File: config.mk
export PLATFORM = sky130hd
export DESIGN_NAME = dts_supervisor
export DESIGN_NICKNAME = d
export VERILOG_FILES = /design/src/pkg/dts_pkg.sv /design/src/verilog/dts_sync_edge.sv /design/src/verilog/dts_tick_div.sv /design/src/verilog/dts_supervisor.sv
export SDC_FILE = /design/constraint.sdc
export NUM_CORES = 1
export LEC_CHECK = 0
export ABC_AREA = 1
export ABC_CLOCK_PERIOD_IN_PS = 4700
export BUFFER_PORTS_ARGS = -buffer_cell sky130_fd_sc_hd__buf_2
export CORE_UTILIZATION = 39
export CTS_BUF_LIST = sky130_fd_sc_hd__clkbuf_8
export DETAILED_ROUTE_END_ITERATION = 7
export GPL_TIMING_DRIVEN = 0
export SYNTH_ARGS = -nofsm -noshare
export SYNTH_HDL_FRONTEND = slang
export SYNTH_SLANG_ARGS = --single-unit
File: constraint.sdc
create_clock -name core_clk -period 4.7 [get_ports core_clk]
set_clock_uncertainty 0.15 [all_clocks]
set_input_delay 0.47 -clock core_clk [delete_from_list [all_inputs] [get_ports core_clk]]
set_output_delay 0.47 -clock core_clk [all_outputs]
set_load 0.02 [all_outputs]
File: src/pkg/dts_pkg.sv
package dts_pkg;

	// ------------------------------------------------------------
	// timing
	// ------------------------------------------------------------
	localparam int DTS_CLK_PERIOD_NS  = 4;
	localparam int DTS_TICK_NS        = 10000;
	localparam int DTS_TICK_CYC       = DTS_TICK_NS / DTS_CLK_PERIOD_NS;
	localparam int DTS_TICKS_PER_MS   = 1000000 / DTS_TICK_NS;
	localparam int DTS_DROPOUT_MAX_US = 1000;
	localparam int DTS_FILT_TICKS     =
		DTS_DROPOUT_MAX_US * 1000 / DTS_TICK_NS + 1;
	localparam int DTS_RESPONSE_MAX_MS = 15;
	localparam int DTS_RESPONSE_CYC   =
		DTS_RESPONSE_MAX_MS * 1000000 / DTS_CLK_PERIOD_NS;
	localparam int DTS_MM_MIN_MS      = 11;
	localparam int DTS_WIN_MAX_MS     = 100;

	// ------------------------------------------------------------
	// register map
	// ------------------------------------------------------------
	localparam int           DTS_ADDR_W       = 8;
	localparam int           DTS_DATA_W       = 32;
	localparam logic [7:0]   DTS_CFG_OFS      = 8'h00;
	localparam logic [7:0]   DTS_STAT_OFS     = 8'h04;
	localparam logic [7:0]   DTS_INT_STAT_OFS = 8'h08;
	localparam logic [7:0]   DTS_INT_EN_OFS   = 8'h0C;
	localparam logic [7:0]   DTS_INT_CLR_OFS  = 8'h10;
	localparam int           DTS_CFG_DROP_BIT = 0;
	localparam int           DTS_CFG_MM_LSB   = 8;
	localparam int           DTS_CFG_BLK_LSB  = 16;
	localparam int           DTS_CFG_RM_LSB   = 24;
	localparam int           DTS_CFG_ALM_BIT  = 26;
	localparam int           DTS_CFG_CON_BIT  = 27;
	localparam int           DTS_CFG_STOP_BIT = 28;
	localparam logic [31:0]  DTS_CFG_RESET    = 32'h1100_0000;
	localparam logic [1:0]   DTS_RM_EDGE      = 2'h1;
	localparam logic [1:0]   DTS_RM_LEVEL     = 2'h2;
	localparam logic [7:0]   DTS_ALM_NONE     = 8'h00;
	localparam logic [7:0]   DTS_ALM_DROP     = 8'h68;
	localparam logic [7:0]   DTS_ALM_MISMATCH = 8'h53;
	localparam int           DTS_INT_W        = 4;
	localparam int           DTS_EV_TOFF      = 0;
	localparam int           DTS_EV_DROP      = 1;
	localparam int           DTS_EV_MM        = 2;
	localparam int           DTS_EV_RESTORE   = 3;

	typedef enum logic [1:0] {
		DTS_ST_EXCITED   = 2'h0,
		DTS_ST_TORQUE_OFF = 2'h1,
		DTS_ST_DYN_BRAKE = 2'h3
	} dts_state_t;

	// milliseconds to ticks, window clamped to its top value
	function automatic logic [13:0] dtsMsToTicks(input logic [7:0] ms);
		logic [7:0] lim;
		lim = (ms > 8'(DTS_WIN_MAX_MS)) ? 8'(DTS_WIN_MAX_MS) : ms;
		return 14'(lim) * 14'(DTS_TICKS_PER_MS);
	endfunction : dtsMsToTicks

endpackage : dts_pkg

File: src/verilog/dts_sync_edge.sv
`timescale 1ns/10ps
module dts_sync_edge #(
	parameter int WIDTH = 1
) (
	input  wire logic             core_clk, // clock
	input  wire logic             resetn,   // async reset, low
	input  wire logic [WIDTH-1:0] asyncIn,  // raw inputs
	output logic      [WIDTH-1:0] syncOut,  // synchronised level
	output logic      [WIDTH-1:0] riseOut   // one-cycle rising edge
);
	logic [WIDTH-1:0] meta_r;
	logic [WIDTH-1:0] sync_r;
	logic [WIDTH-1:0] prev_r;

	if (WIDTH < 1) begin : g_chk
		$error("dts_sync_edge: WIDTH must be at least 1");
	end

	// meta_r is read by sync_r only
	always_ff @(posedge core_clk or negedge resetn) begin
		if (!resetn) begin
			meta_r <= '0;
			sync_r <= '0;
			prev_r <= '0;
		end else begin
			meta_r <= asyncIn;
			sync_r <= meta_r;
			prev_r <= sync_r;
		end
	end

	assign syncOut = sync_r;
	assign riseOut = sync_r & ~prev_r;

endmodule : dts_sync_edge

File: src/verilog/dts_tick_div.sv
`timescale 1ns/10ps
module dts_tick_div #(
	parameter int DIV = 2500
) (
	input  wire logic core_clk, // clock
	input  wire logic resetn,   // async reset, low
	output logic      tickOut   // one-cycle pulse every DIV cycles
);
	localparam int CW = $clog2(DIV);

	logic [CW-1:0] cnt_r;

	if (DIV < 2) begin : g_chk
		$error("dts_tick_div: DIV must be at least 2");
	end

	always_ff @(posedge core_clk or negedge resetn) begin
		if (!resetn) begin
			cnt_r   <= '0;
			tickOut <= 1'b0;
		end else if (cnt_r == CW'(DIV - 1)) begin
			cnt_r   <= '0;
			tickOut <= 1'b1;
		end else begin
			cnt_r   <= cnt_r + CW'(1);
			tickOut <= 1'b0;
		end
	end

endmodule : dts_tick_div

File: src/verilog/dts_supervisor.sv
// Our own choices: the address map and the plain strobed port.
`timescale 1ns/10ps
module dts_supervisor
	import dts_pkg::*;
#(
	parameter int TICK_CYC = dts_pkg::DTS_TICK_CYC,
	parameter int RESP_CYC = dts_pkg::DTS_RESPONSE_CYC
) (
	input  wire logic                           core_clk,     // clock
	input  wire logic                           resetn,       // reset, low
	input  wire logic                           safetyInputA, // channel A
	input  wire logic                           safetyInputB, // channel B
	input  wire logic                           excitationRestoreIn, // restore
	input  wire logic                           alarmClearIn, // alarm clear
	input  wire logic                           currentOnIn,  // current on
	input  wire logic                           stopIn,       // stop
	input  wire logic [dts_pkg::DTS_ADDR_W-1:0] regAddr,      // reg address
	input  wire logic [dts_pkg::DTS_DATA_W-1:0] regWrData,    // write data
	input  wire logic                           regWrStb,     // write strobe
	input  wire logic                           regRdStb,     // read strobe
	output logic      [dts_pkg::DTS_DATA_W-1:0] regRdData,    // read data
	output logic                                motorExciteOut, // excited
	output logic                                torqueOffMonitorOut, // monitor
	output logic                                safeTorqueOffOut, // not excited
	output logic                                alarmOut,     // alarm active
	output logic      [7:0]                     alarmCodeOut, // alarm code
	output logic                                irqOut        // interrupt
);
	import dts_pkg::*;
	localparam logic [6:0] FILT_LAST = 7'(DTS_FILT_TICKS - 1);

	// ------------------------------------------------------------
	// checks
	// ------------------------------------------------------------
	if (TICK_CYC < 2) begin : g_chk_tick
		$error("dts_supervisor: TICK_CYC too small");
	end
	if (DTS_FILT_TICKS >= DTS_RESPONSE_MAX_MS * DTS_TICKS_PER_MS)
	begin : g_chk_filt
		$error("dts_supervisor: dropout filter exceeds response time");
	end
	if (RESP_CYC < 1 || RESP_CYC > 4194303) begin : g_chk_resp
		$error("dts_supervisor: RESP_CYC out of range");
	end

	// ------------------------------------------------------------
	// input synchronisation and tick
	// ------------------------------------------------------------
	logic [5:0] syncIn;
	logic [5:0] riseIn;
	logic       tick;
	dts_sync_edge #(
		.WIDTH (6)
	) u_sync (
		.core_clk (core_clk),
		.resetn   (resetn),
		.asyncIn  ({stopIn, currentOnIn, alarmClearIn,
			excitationRestoreIn, safetyInputB, safetyInputA}),
		.syncOut  (syncIn),
		.riseOut  (riseIn)
	);
	dts_tick_div #(
		.DIV (TICK_CYC)
	) u_tick (
		.core_clk (core_clk),
		.resetn   (resetn),
		.tickOut  (tick)
	);

	// ------------------------------------------------------------
	// registers
	// ------------------------------------------------------------
	logic                 dropAlmEn_r;
	logic [7:0]           mmMs_r;
	logic [7:0]           blkMs_r;
	logic [1:0]           rmode_r;
	logic                 almClrEn_r;
	logic                 curOnEn_r;
	logic                 stopEn_r;
	logic [DTS_INT_W-1:0] intEn_r;
	logic [DTS_INT_W-1:0] intStat_r;
	logic [DTS_INT_W-1:0] intEv;
	logic [DTS_INT_W-1:0] intClr;
	logic                 wrCfg;
	assign wrCfg  = regWrStb && (regAddr == DTS_CFG_OFS);
	assign intClr = (regWrStb && regAddr == DTS_INT_CLR_OFS) ?
		regWrData[DTS_INT_W-1:0] : '0;
	always_ff @(posedge core_clk or negedge resetn) begin
		if (!resetn) begin
			dropAlmEn_r <= DTS_CFG_RESET[DTS_CFG_DROP_BIT];
			mmMs_r      <= DTS_CFG_RESET[DTS_CFG_MM_LSB +: 8];
			blkMs_r     <= DTS_CFG_RESET[DTS_CFG_BLK_LSB +: 8];
			rmode_r     <= DTS_CFG_RESET[DTS_CFG_RM_LSB +: 2];
			almClrEn_r  <= DTS_CFG_RESET[DTS_CFG_ALM_BIT];
			curOnEn_r   <= DTS_CFG_RESET[DTS_CFG_CON_BIT];
			stopEn_r    <= DTS_CFG_RESET[DTS_CFG_STOP_BIT];
		end else if (wrCfg) begin
			dropAlmEn_r <= regWrData[DTS_CFG_DROP_BIT];
			mmMs_r      <= regWrData[DTS_CFG_MM_LSB +: 8];
			blkMs_r     <= regWrData[DTS_CFG_BLK_LSB +: 8];
			rmode_r     <= regWrData[DTS_CFG_RM_LSB +: 2];
			almClrEn_r  <= regWrData[DTS_CFG_ALM_BIT];
			curOnEn_r   <= regWrData[DTS_CFG_CON_BIT];
			stopEn_r    <= regWrData[DTS_CFG_STOP_BIT];
		end
	end

	// sticky events, a new event wins over a clear in the same cycle
	always_ff @(posedge core_clk or negedge resetn) begin
		if (!resetn) begin
			intEn_r   <= '0;
			intStat_r <= '0;
			irqOut    <= 1'b0;
		end else begin
			if (regWrStb && regAddr == DTS_INT_EN_OFS)
				intEn_r <= regWrData[DTS_INT_W-1:0];
			intStat_r <= (intStat_r & ~intClr) | intEv;
			irqOut    <= |(intStat_r & intEn_r);
		end
	end

	// ------------------------------------------------------------
	// dropout filter
	// ------------------------------------------------------------
	logic [1:0]      chanAct_r;
	logic [1:0]      chanPrev_r;
	logic [1:0][6:0] filtCnt_r;
	logic [1:0]      chanFall;
	logic            bothOn;
	logic            bothOff;
	logic            singleOff;
	// a channel is taken as off only after staying off past the limit
	always_ff @(posedge core_clk or negedge resetn) begin
		if (!resetn) begin
			chanAct_r  <= 2'h3;
			chanPrev_r <= 2'h3;
			filtCnt_r  <= '0;
		end else begin
			chanPrev_r <= chanAct_r;
			for (int i = 0; i < 2; i++) begin
				if (syncIn[i]) begin
					filtCnt_r[i] <= '0;
					chanAct_r[i] <= 1'b1;
				end else if (tick && chanAct_r[i]) begin
					if (filtCnt_r[i] == FILT_LAST)
						chanAct_r[i] <= 1'b0;
					else
						filtCnt_r[i] <= filtCnt_r[i] + 7'h01;
				end
			end
		end
	end
	assign chanFall  = chanPrev_r & ~chanAct_r;
	assign bothOn    = &chanAct_r;
	assign bothOff   = ~|chanAct_r;
	assign singleOff = ^chanAct_r;

	// ------------------------------------------------------------
	// mismatch window and alarms
	// ------------------------------------------------------------
	logic [13:0] mmCnt_r;
	logic [13:0] mmLimit;
	logic        mmEn;
	logic        mmFire;
	logic        dropFire;
	logic        alarmAct_r;
	assign mmLimit  = dtsMsToTicks(mmMs_r);
	assign mmEn     = mmMs_r >= 8'(DTS_MM_MIN_MS);
	assign mmFire   = mmEn && singleOff && (mmCnt_r >= mmLimit);
	assign dropFire = dropAlmEn_r && (|chanFall);
	always_ff @(posedge core_clk or negedge resetn) begin
		if (!resetn)
			mmCnt_r <= '0;
		else if (!singleOff)
			mmCnt_r <= '0;
		else if (tick && mmCnt_r != 14'h3FFF)
			mmCnt_r <= mmCnt_r + 14'h0001;
	end

	// first alarm is latched; alarm clear needs both channels on
	always_ff @(posedge core_clk or negedge resetn) begin
		if (!resetn) begin
			alarmAct_r   <= 1'b0;
			alarmCodeOut <= DTS_ALM_NONE;
		end else if (!alarmAct_r && dropFire) begin
			alarmAct_r   <= 1'b1;
			alarmCodeOut <= DTS_ALM_DROP;
		end else if (!alarmAct_r && mmFire) begin
			alarmAct_r   <= 1'b1;
			alarmCodeOut <= DTS_ALM_MISMATCH;
		end else if (alarmAct_r && riseIn[3] && bothOn) begin
			alarmAct_r   <= 1'b0;
			alarmCodeOut <= DTS_ALM_NONE;
		end
	end
	assign alarmOut = alarmAct_r;

	// ------------------------------------------------------------
	// excitation state
	// ------------------------------------------------------------
	dts_state_t  state_r;
	dts_state_t  state_nxt;
	logic [13:0] blkCnt_r;
	logic        restInGo;
	logic        otherGo;
	logic        restoreReq;
	assign restInGo = (rmode_r == DTS_RM_LEVEL) ? syncIn[2] : riseIn[2];
	assign otherGo  = (almClrEn_r && riseIn[3])
		|| (curOnEn_r && riseIn[4])
		|| (stopEn_r && riseIn[5]);
	assign restoreReq = bothOn
		&& ((restInGo && blkCnt_r == '0) || otherGo);
	always_comb begin
		state_nxt = state_r;
		case (state_r)
			DTS_ST_EXCITED: begin
				if (bothOff)
					state_nxt = DTS_ST_TORQUE_OFF;
			end
			DTS_ST_TORQUE_OFF: begin
				if (bothOn)
					state_nxt = DTS_ST_DYN_BRAKE;
			end
			DTS_ST_DYN_BRAKE: begin
				if (bothOff)
					state_nxt = DTS_ST_TORQUE_OFF;
				else if (restoreReq)
					state_nxt = DTS_ST_EXCITED;
			end
			default: state_nxt = DTS_ST_TORQUE_OFF;
		endcase
	end

	always_ff @(posedge core_clk or negedge resetn) begin
		if (!resetn)
			state_r <= DTS_ST_EXCITED;
		else
			state_r <= state_nxt;
	end

	// blocking period starts when both channels come back
	always_ff @(posedge core_clk or negedge resetn) begin
		if (!resetn)
			blkCnt_r <= '0;
		else if (state_r == DTS_ST_TORQUE_OFF && bothOn)
			blkCnt_r <= dtsMsToTicks(blkMs_r);
		else if (tick && blkCnt_r != '0)
			blkCnt_r <= blkCnt_r - 14'h0001;
	end

	assign intEv[DTS_EV_TOFF]    = state_r != DTS_ST_TORQUE_OFF
		&& state_nxt == DTS_ST_TORQUE_OFF;
	assign intEv[DTS_EV_DROP]    = dropFire;
	assign intEv[DTS_EV_MM]      = mmFire;
	assign intEv[DTS_EV_RESTORE] = state_r == DTS_ST_DYN_BRAKE
		&& state_nxt == DTS_ST_EXCITED;

	// ------------------------------------------------------------
	// outputs and read port
	// ------------------------------------------------------------
	always_ff @(posedge core_clk or negedge resetn) begin
		if (!resetn) begin
			motorExciteOut      <= 1'b1;
			torqueOffMonitorOut <= 1'b0;
			safeTorqueOffOut    <= 1'b0;
		end else begin
			motorExciteOut      <= state_nxt == DTS_ST_EXCITED;
			torqueOffMonitorOut <= bothOff;
			safeTorqueOffOut    <= state_nxt != DTS_ST_EXCITED;
		end
	end

	always_ff @(posedge core_clk or negedge resetn) begin
		if (!resetn)
			regRdData <= '0;
		else if (!regRdStb)
			regRdData <= '0;
		else begin
			case (regAddr)
				DTS_CFG_OFS: regRdData <= {3'h0, stopEn_r, curOnEn_r,
					almClrEn_r, rmode_r, blkMs_r, mmMs_r, 7'h00,
					dropAlmEn_r};
				DTS_STAT_OFS: regRdData <= {16'h0000, alarmCodeOut,
					2'h0, alarmAct_r, torqueOffMonitorOut,
					state_r == DTS_ST_DYN_BRAKE,
					state_r == DTS_ST_EXCITED, chanAct_r};
				DTS_INT_STAT_OFS: regRdData <= 32'(intStat_r);
				DTS_INT_EN_OFS:   regRdData <= 32'(intEn_r);
				default:          regRdData <= '0;
			endcase
		end
	end

	// ------------------------------------------------------------
	// assertions
	// ------------------------------------------------------------
	logic [21:0] offWait_r;
	always_ff @(posedge core_clk or negedge resetn) begin
		if (!resetn)
			offWait_r <= '0;
		else if (syncIn[1:0] != 2'h0 || safeTorqueOffOut)
			offWait_r <= '0;
		else
			offWait_r <= offWait_r + 22'h000001;
	end
endmodule : dts_supervisor

; ---- After elaboration in Yosys (flattened, before gate mapping)
; Cells that the tools add are included.
[word_totals]
latch_bits = 0
ram_bits = 0
word_cells = 147
memories = 0
mem_bits_ro = 0
register_bits = 154
output_inout_bits = 45
inputBits = 50
[classes]
n_bitwise = 8
order_cmp = 4
shift = 0
mux = 35
mul = 2
n_div = 0
eq_ne = 16
addsub = 5
reduce_logical = 48
[op_table]
columns = operator, n
row1 = 29-bit one-hot mux with 4 select lines, 1
row2 = 14-bit 2-to-1 mux, 4
row3 = 7-bit 2-to-1 mux, 6
row4 = 8-bit 2-to-1 mux, 5
row5 = 29-bit 2-to-1 mux, 1
row6 = "8-bit by 5-bit multiplier with 12-bit output, second input constant", 2
row7 = 1-bit logical AND, 22
row8 = "8-bit by 4-bit equality test with 1-bit output, second input constant", 2
row9 = "8-bit by 7-bit greater-than comparator with 1-bit output, second input constant", 2
row10 = "14-bit by 1-bit adder with 14-bit output, second input constant", 1
row11 = "7-bit by 1-bit adder with 7-bit output, second input constant", 2
row12 = "7-bit equality test, second input constant", 2
row13 = 14-bit >= comparator, 1
row14 = 14-bit zero test, 1
row15 = "14-bit != test, second input constant", 1
row16 = 14-bit nonzero test, 1
row17 = "14-bit by 1-bit subtractor with 14-bit output, second input constant", 1
row18 = "12-bit by 1-bit adder with 12-bit output, second input constant", 1
row19 = "12-bit equality test, second input constant", 1
row20 = 12-bit 2-to-1 mux, 1
row21 = 2-bit nonzero test, 6
row22 = 1-bit 2-to-1 mux, 11
row23 = 2-bit AND reduction, 5
row24 = 4-bit bitwise AND, 2
row25 = other kinds (23), 36

; ---- Longest topological paths before layout
[logic_depth]
depth_word = 13
mapped_depth = 30
depth_no_buf = 30

; ---- Modules after synthesis
; A second synthesis with hierarchy kept.
[hier_totals]
hier_cells = 935
area_unflattened_um2 = 8027.7
[modules_own_cells]
columns = mod, area_each_um2, n_inst, cells_per_inst
row1 = dts_supervisor, 6844.1, 1, 819
row2 = dts_tick_div, 673.1, 1, 86
row3 = dts_sync_edge, 510.5, 1, 30

; ---- Worst setup path before layout
; Ideal clock, no wire load.
[synth_timing]
path_type = register -> register
start = register mmMs_r[1]
end = register alarmCodeOut[5]
t_arrival_ps = 4161
stages_incl_launch_ff = 29
period_less_slack_ps = 4432
slack_ps = 268
setup_ps = 121
cell_sequence = dfrtp_1 > nor2_1 > nand2_1 > nand2_1 > nand2_1 > nand2_1 > inv_1 > nor2_1 > ha_1 > ha_1 > inv_1 > fa_1 > inv_1 > ha_1 > a21oi_1 > inv_1 > a31oi_1 > nor2_1 > o21ai_0 > nand2_1 > xnor2_1 > ha_1 > nand2_1 > nor4_1 > nand2_1 > nand2_1 > nand3_1 > nand4_1 > nand2_1
[synth_via]
elab_chain_len = 8
elab_cells_between_ends = 11
classes_between = 1 x mul / 3 x order compare / 3 x mux / 4 x reduce/logical
[synth_rtl]
columns = element, line_no
row1 = "start, declared", dts_supervisor.sv:74  ; logic [7:0] mmMs_r;
row2 = "start signal, assigned", dts_supervisor.sv:91  ; mmMs_r <= DTS_CFG_RESET[DTS_CFG_MM_LSB +: 8];
row3 = "start signal, assigned", dts_supervisor.sv:99  ; mmMs_r <= regWrData[DTS_CFG_MM_LSB +: 8];
row4 = 8-bit by 7-bit greater-than comparator with 1-bit output, dts_pkg.sv:57  ; lim = (ms > 8'(DTS_WIN_MAX_MS)) ? 8'(DTS_WIN_MAX_MS) : ms;
row5 = 8-bit 2-to-1 mux, dts_pkg.sv:57
row6 = 8-bit by 5-bit multiplier with 12-bit output, dts_pkg.sv:58  ; return 14'(lim) * 14'(DTS_TICKS_PER_MS);
row7 = 14-bit >= comparator, dts_supervisor.sv:169  ; assign mmFire = mmEn && singleOff && (mmCnt_r >= mmLimit);
row8 = 1-bit logical AND (*), dts_supervisor.sv:169
row9 = 1-bit logical AND (*), dts_supervisor.sv:188  ; end else if (!alarmAct_r && mmFire) begin
row10 = 8-bit 2-to-1 mux, dts_supervisor.sv:188
row11 = 8-bit 2-to-1 mux, dts_supervisor.sv:185  ; end else if (!alarmAct_r && dropFire) begin
row12 = "end signal, assigned", dts_supervisor.sv:184  ; alarmCodeOut <= DTS_ALM_NONE;
row13 = "end signal, assigned", dts_supervisor.sv:187  ; alarmCodeOut <= DTS_ALM_DROP;
row14 = "end signal, assigned", dts_supervisor.sv:190  ; alarmCodeOut <= DTS_ALM_MISMATCH;
row15 = "end, declared", dts_supervisor.sv:26  ; output logic [7:0] alarmCodeOut,
; Every way passes the cells marked *; elsewhere a longest branch is shown, timed or not.
; A chain may end at the register's enable or synchronous reset.

; ---- Worst setup path after layout
[layout_timing]
start = register mmMs_r[3]
end = register alarmCodeOut[5]
; Same word-level chain as after synthesis.

==> results by group <==
Setup path
  – Worst path required time: roughly 5000 ps
  – CP Max Fanout: 6
  – Arrival time of the worst setup path: around 4600 ps
  – CP endpoint kind: register
  – WS Path Type: reg2reg
  – CP Launch Type: register

Floorplan
  – # IOs: 95
  – Die Y: roughly 140 um
  – Rows: roughly 50
  – Core Region: slightly below 20000 sq um
  – Total die area: around 20000 sq um
  – Die span in x: 143 um
  – Initial cell density of the core: 39.9%

Timing
  – Worst-Margin Slew: around 620 ps
  – Max-slew violations: 0
  – Share of the clock period used by the worst path: roughly 94%
  – Fmax achieved: roughly 0.23 GHz
  – Tmin final: ~4400 ps
  – Final setup fails: 0
  – Rel. slew slack: about three fifths
  – Hold WS: around 110 ps
  – Final Hold Viols: 0

Run status
  – Outcome: finished, final reports clean

Layout
  – Final non-filler cell total: ~1300
  – Layout cells sized above 1: 17.5%
  – Fill cell count: around 1900
  – Finished Cell Area: ~9200 sq um
  – Nets: roughly 1100
  – # diodes: 0
  – Synth-to-Final Area Change: 18.2%

Global route
  – Initial antenna violation count: 0
  – First-pass GRT wire length: about 27 mm
  – Vias in the first global route: approximately 5600
  – GRT Resource Usage Total: between 15 and 20%
  – GRT overflow: 0
  – Largest net degree at the start of global routing: 76

Routing
  – Average routed wire per standard cell: ~13 um
  – DRC Markers: 0
  – Pre-antenna DRT Iters: 5
  – DR iter-0 viols: 298
  – Vias: around 6000
  – Vias per Instance: roughly 4.6
  – Drt total wl: roughly 16 mm
  – Antenna viol nets, final: 0

Yosys
  – Post-synthesis register bit count: 141
  – Xor/xnor cell area share of the yosys netlist: around 2.9%
  – Most used DFF post-synth: dfrtp_1
  – Largest family of logic cells by synthesized area: simple AND/OR/NAND/NOR gates
  – EDFF count, synth: 0
  – Synthesized instance count: about 900
  – Mapped Area: between 7000 and 8000 sq um
  – Post-Synth Simple-Gate Area: about a fifth
  – Yosys warnings: 0
  – Mux contribution to synthesized area: less than 1%
  – Seq/Total Area, Yosys: 45.6%
  – Top-area cell type share of the netlist area: between 40% and 50%
  – Ys async rst share: between 90% and 100%
  – Yosys top cell by area: dfrtp_1
  – Post-synthesis adder-cell area fraction: 12.8%
  – Mapped Avg Cell Area: 8.64 sq um
  – Synth unique cells: 50
  – Synth Area in Compound Gates: slightly above 10%
  – Top area cells in the synthesized netlist: dfrtp_1 (43%), ha_1 (11%), nand2_1 (7.0%)

Place
  – GPL Wtd Cong: between 0.8 and 0.9
  – Buffers on Ports: 80
  – Placed cell areas: between 8000 and 9000 sq um
  – Post-DP HPWL: about 12 mm
  – Placed Cells: 1253

Clock tree
  – CTS sink count: ~140
  – Max clock buf depth: 2
  – CTS Root Cell: clkbuf_8
  – CTS tree: yes
  – CTS buffer count: 17
  – Worst-path clk slew: 80 ps
  – H-tree Lvls: 4
  – Clock Latency Late Sink: between 400 and 500 ps

Worst hold path
  – Hold Path Class: in2reg

Power and ir drop
  – P_leak: between 4 and 5 nW
  – Pwr Density: between 300 and 400 nW/um^2
  – Max IR drop VDD: 0.000190 V

Run
  – Max-Cap Viols: 0
[stage by stage]
| step | total power, mW | TNS (ps) | worst slack, ps | util, % |
|---|---|---|---|---|
| after floorplan | 1.81 | 0 | 268 | - |
| after global placement | 1.97 | -875 | -284 | 43.8 |
| after detailed placement | 1.98 | -880 | -288 | 44.0 |
| after CTS | 2.98 | 0 | 16.4 | 46.6 |
| after global routing | 3.14 | -47.0 | -32.1 | 47.1 |
| final | 2.95 | 0 | 291 | 47.1 |
[final cells by class]
class	instances	area, sq um	share of cell area, %
timing repair buffer	91	527	5.75
sequential	141	3540	38.6
clock inverter	15	164	1.79
tap	265	332	3.62
multi-input combinational	602	3700	40.4
inverter	145	544	5.94
buffer	19	123	1.34
clock buffer	17	234	2.55
[flip-flops by register name, indices dropped and copies added (netlist names), 2 cells and up]
| register | count |
|---|---|
| alarmCodeOut | 2 |
| blkCnt_r | 14 |
| blkMs_r | 8 |
| chanAct_r | 2 |
| chanPrev_r | 2 |
| filtCnt_r | 14 |
| intEn_r | 4 |
| intStat_r | 4 |
| mmCnt_r | 14 |
| mmMs_r | 8 |
| regRdData | 27 |
| rmode_r | 2 |
| state_r | 2 |
| u_sync.meta_r | 6 |
| u_sync.prev_r | 4 |
| u_sync.syncOut | 6 |
| u_tick.cnt_r | 12 |
[metal layers]
layer | share of wire, % | track usage, % | up-vias
li1 | - | - | 3151
met1 | 51 | 25.3 | 2740
met2 | 44 | 25.5 | 106
met3 | 3.4 | 3.59 | 19
met4 | 1.5 | 5.66 | 0
met5 | 0 | 0 | -
[cells in the final DEF (no fill, tap or decap), drive strengths merged, types with 4 or more instances in the layout]
cell	count
nand2	151
inv	147
dfrtp	134
nor2	105
buf	98
ha	69
a21oi	59
o21ai	56
nand3	40
clkbuf	22
nor3	21
xor2	15
nand4	14
xnor2	11
conb	11
nor4	8
clkinv	8
dfstp	7
dlygate4sd3	7
o211ai	6
fa	6
a31oi	4
[final timing paths]
kind | end | slack (ps) | start | depth (start not counted)
max in group asynchronous | stopEn_r | 3130 | resetn | 3
setup reg to reg | alarmCodeOut[5] | 290 | mmMs_r[3] | 26
setup / recovery | alarmCodeOut[5] | 290 | mmMs_r[3] | 26
hold reg to reg | u_sync.syncOut[2] | 200 | u_sync.meta_r[2] | 0
min in group asynchronous | u_tick.cnt_r[7] | 430 | resetn | 2
hold / removal | mmMs_r[3] | 110 | regWrData[11] | 2
[power breakdown]
part	leakage, nW	internal [mW]	switching, mW	total (mW)
sequential	1.76	1.31	0.0776	1.38
combinational	2.74	0.218	0.376	0.594
clock	0.196	0.479	0.496	0.975
total	4.69	2.00	0.950	2.95
[critical path, cell delays in order (launching register included)]
cell	delay (ps)
dfrtp_2	470
nor3_1	150
nand2_1	110
nand2_4	120
inv_2	70
nor2_4	110
ha_1	240
ha_1	280
inv_1	50
fa_1	490
inv_1	60
ha_4	260
a21oi_2	110
inv_1	70
a31oi_4	160
nor2_1	60
o21ai_1	120
nand2_1	80
xnor2_1	190
ha_1	260
nand2_2	80
o21ai_0	100
a21oi_1	170
nand2_2	110
nand3_4	80
nand4_1	90
nand2_1	70
[repair_timing]
| action | CTS | global route |
|---|---|---|
| hold buffers | 7 | 0 |
| resized for setup | 7 | 22 |
| endpoints found under the setup margin | 4 | 4 |
| buffers inserted | 2 | 1 |
| hold endpoints to repair | 66 | 0 |
| pin swaps | 0 | 9 |
[cell families (layout without fill, tap and decap cells)]
family,Yosys count,after routing
adders and majority gates,76,76
AOI/OAI and AO/OA,140,140
DFF,141,141
and+or+nand+nor,346,346
xor gates and xnor gates,26,26
other,2,11
muxes,3,3
buffers and inverters,164,287
[Yosys cell counts (all sizes together), types with 4 or more instances]
| cell type | instances |
|---|---|
| nand2 | 151 |
| inv | 142 |
| dfrtp | 134 |
| nor2 | 105 |
| ha | 69 |
| a21oi | 59 |
| o21ai | 56 |
| nand3 | 40 |
| nor3 | 21 |
| xor2 | 15 |
| buf | 14 |
| nand4 | 14 |
| xnor2 | 11 |
| nor4 | 8 |
| dfstp | 7 |
| fa | 6 |
| o211ai | 6 |
| clkbuf | 5 |
| a31oi | 4 |
No activity file was read; power rests on OpenSTA's default activity.
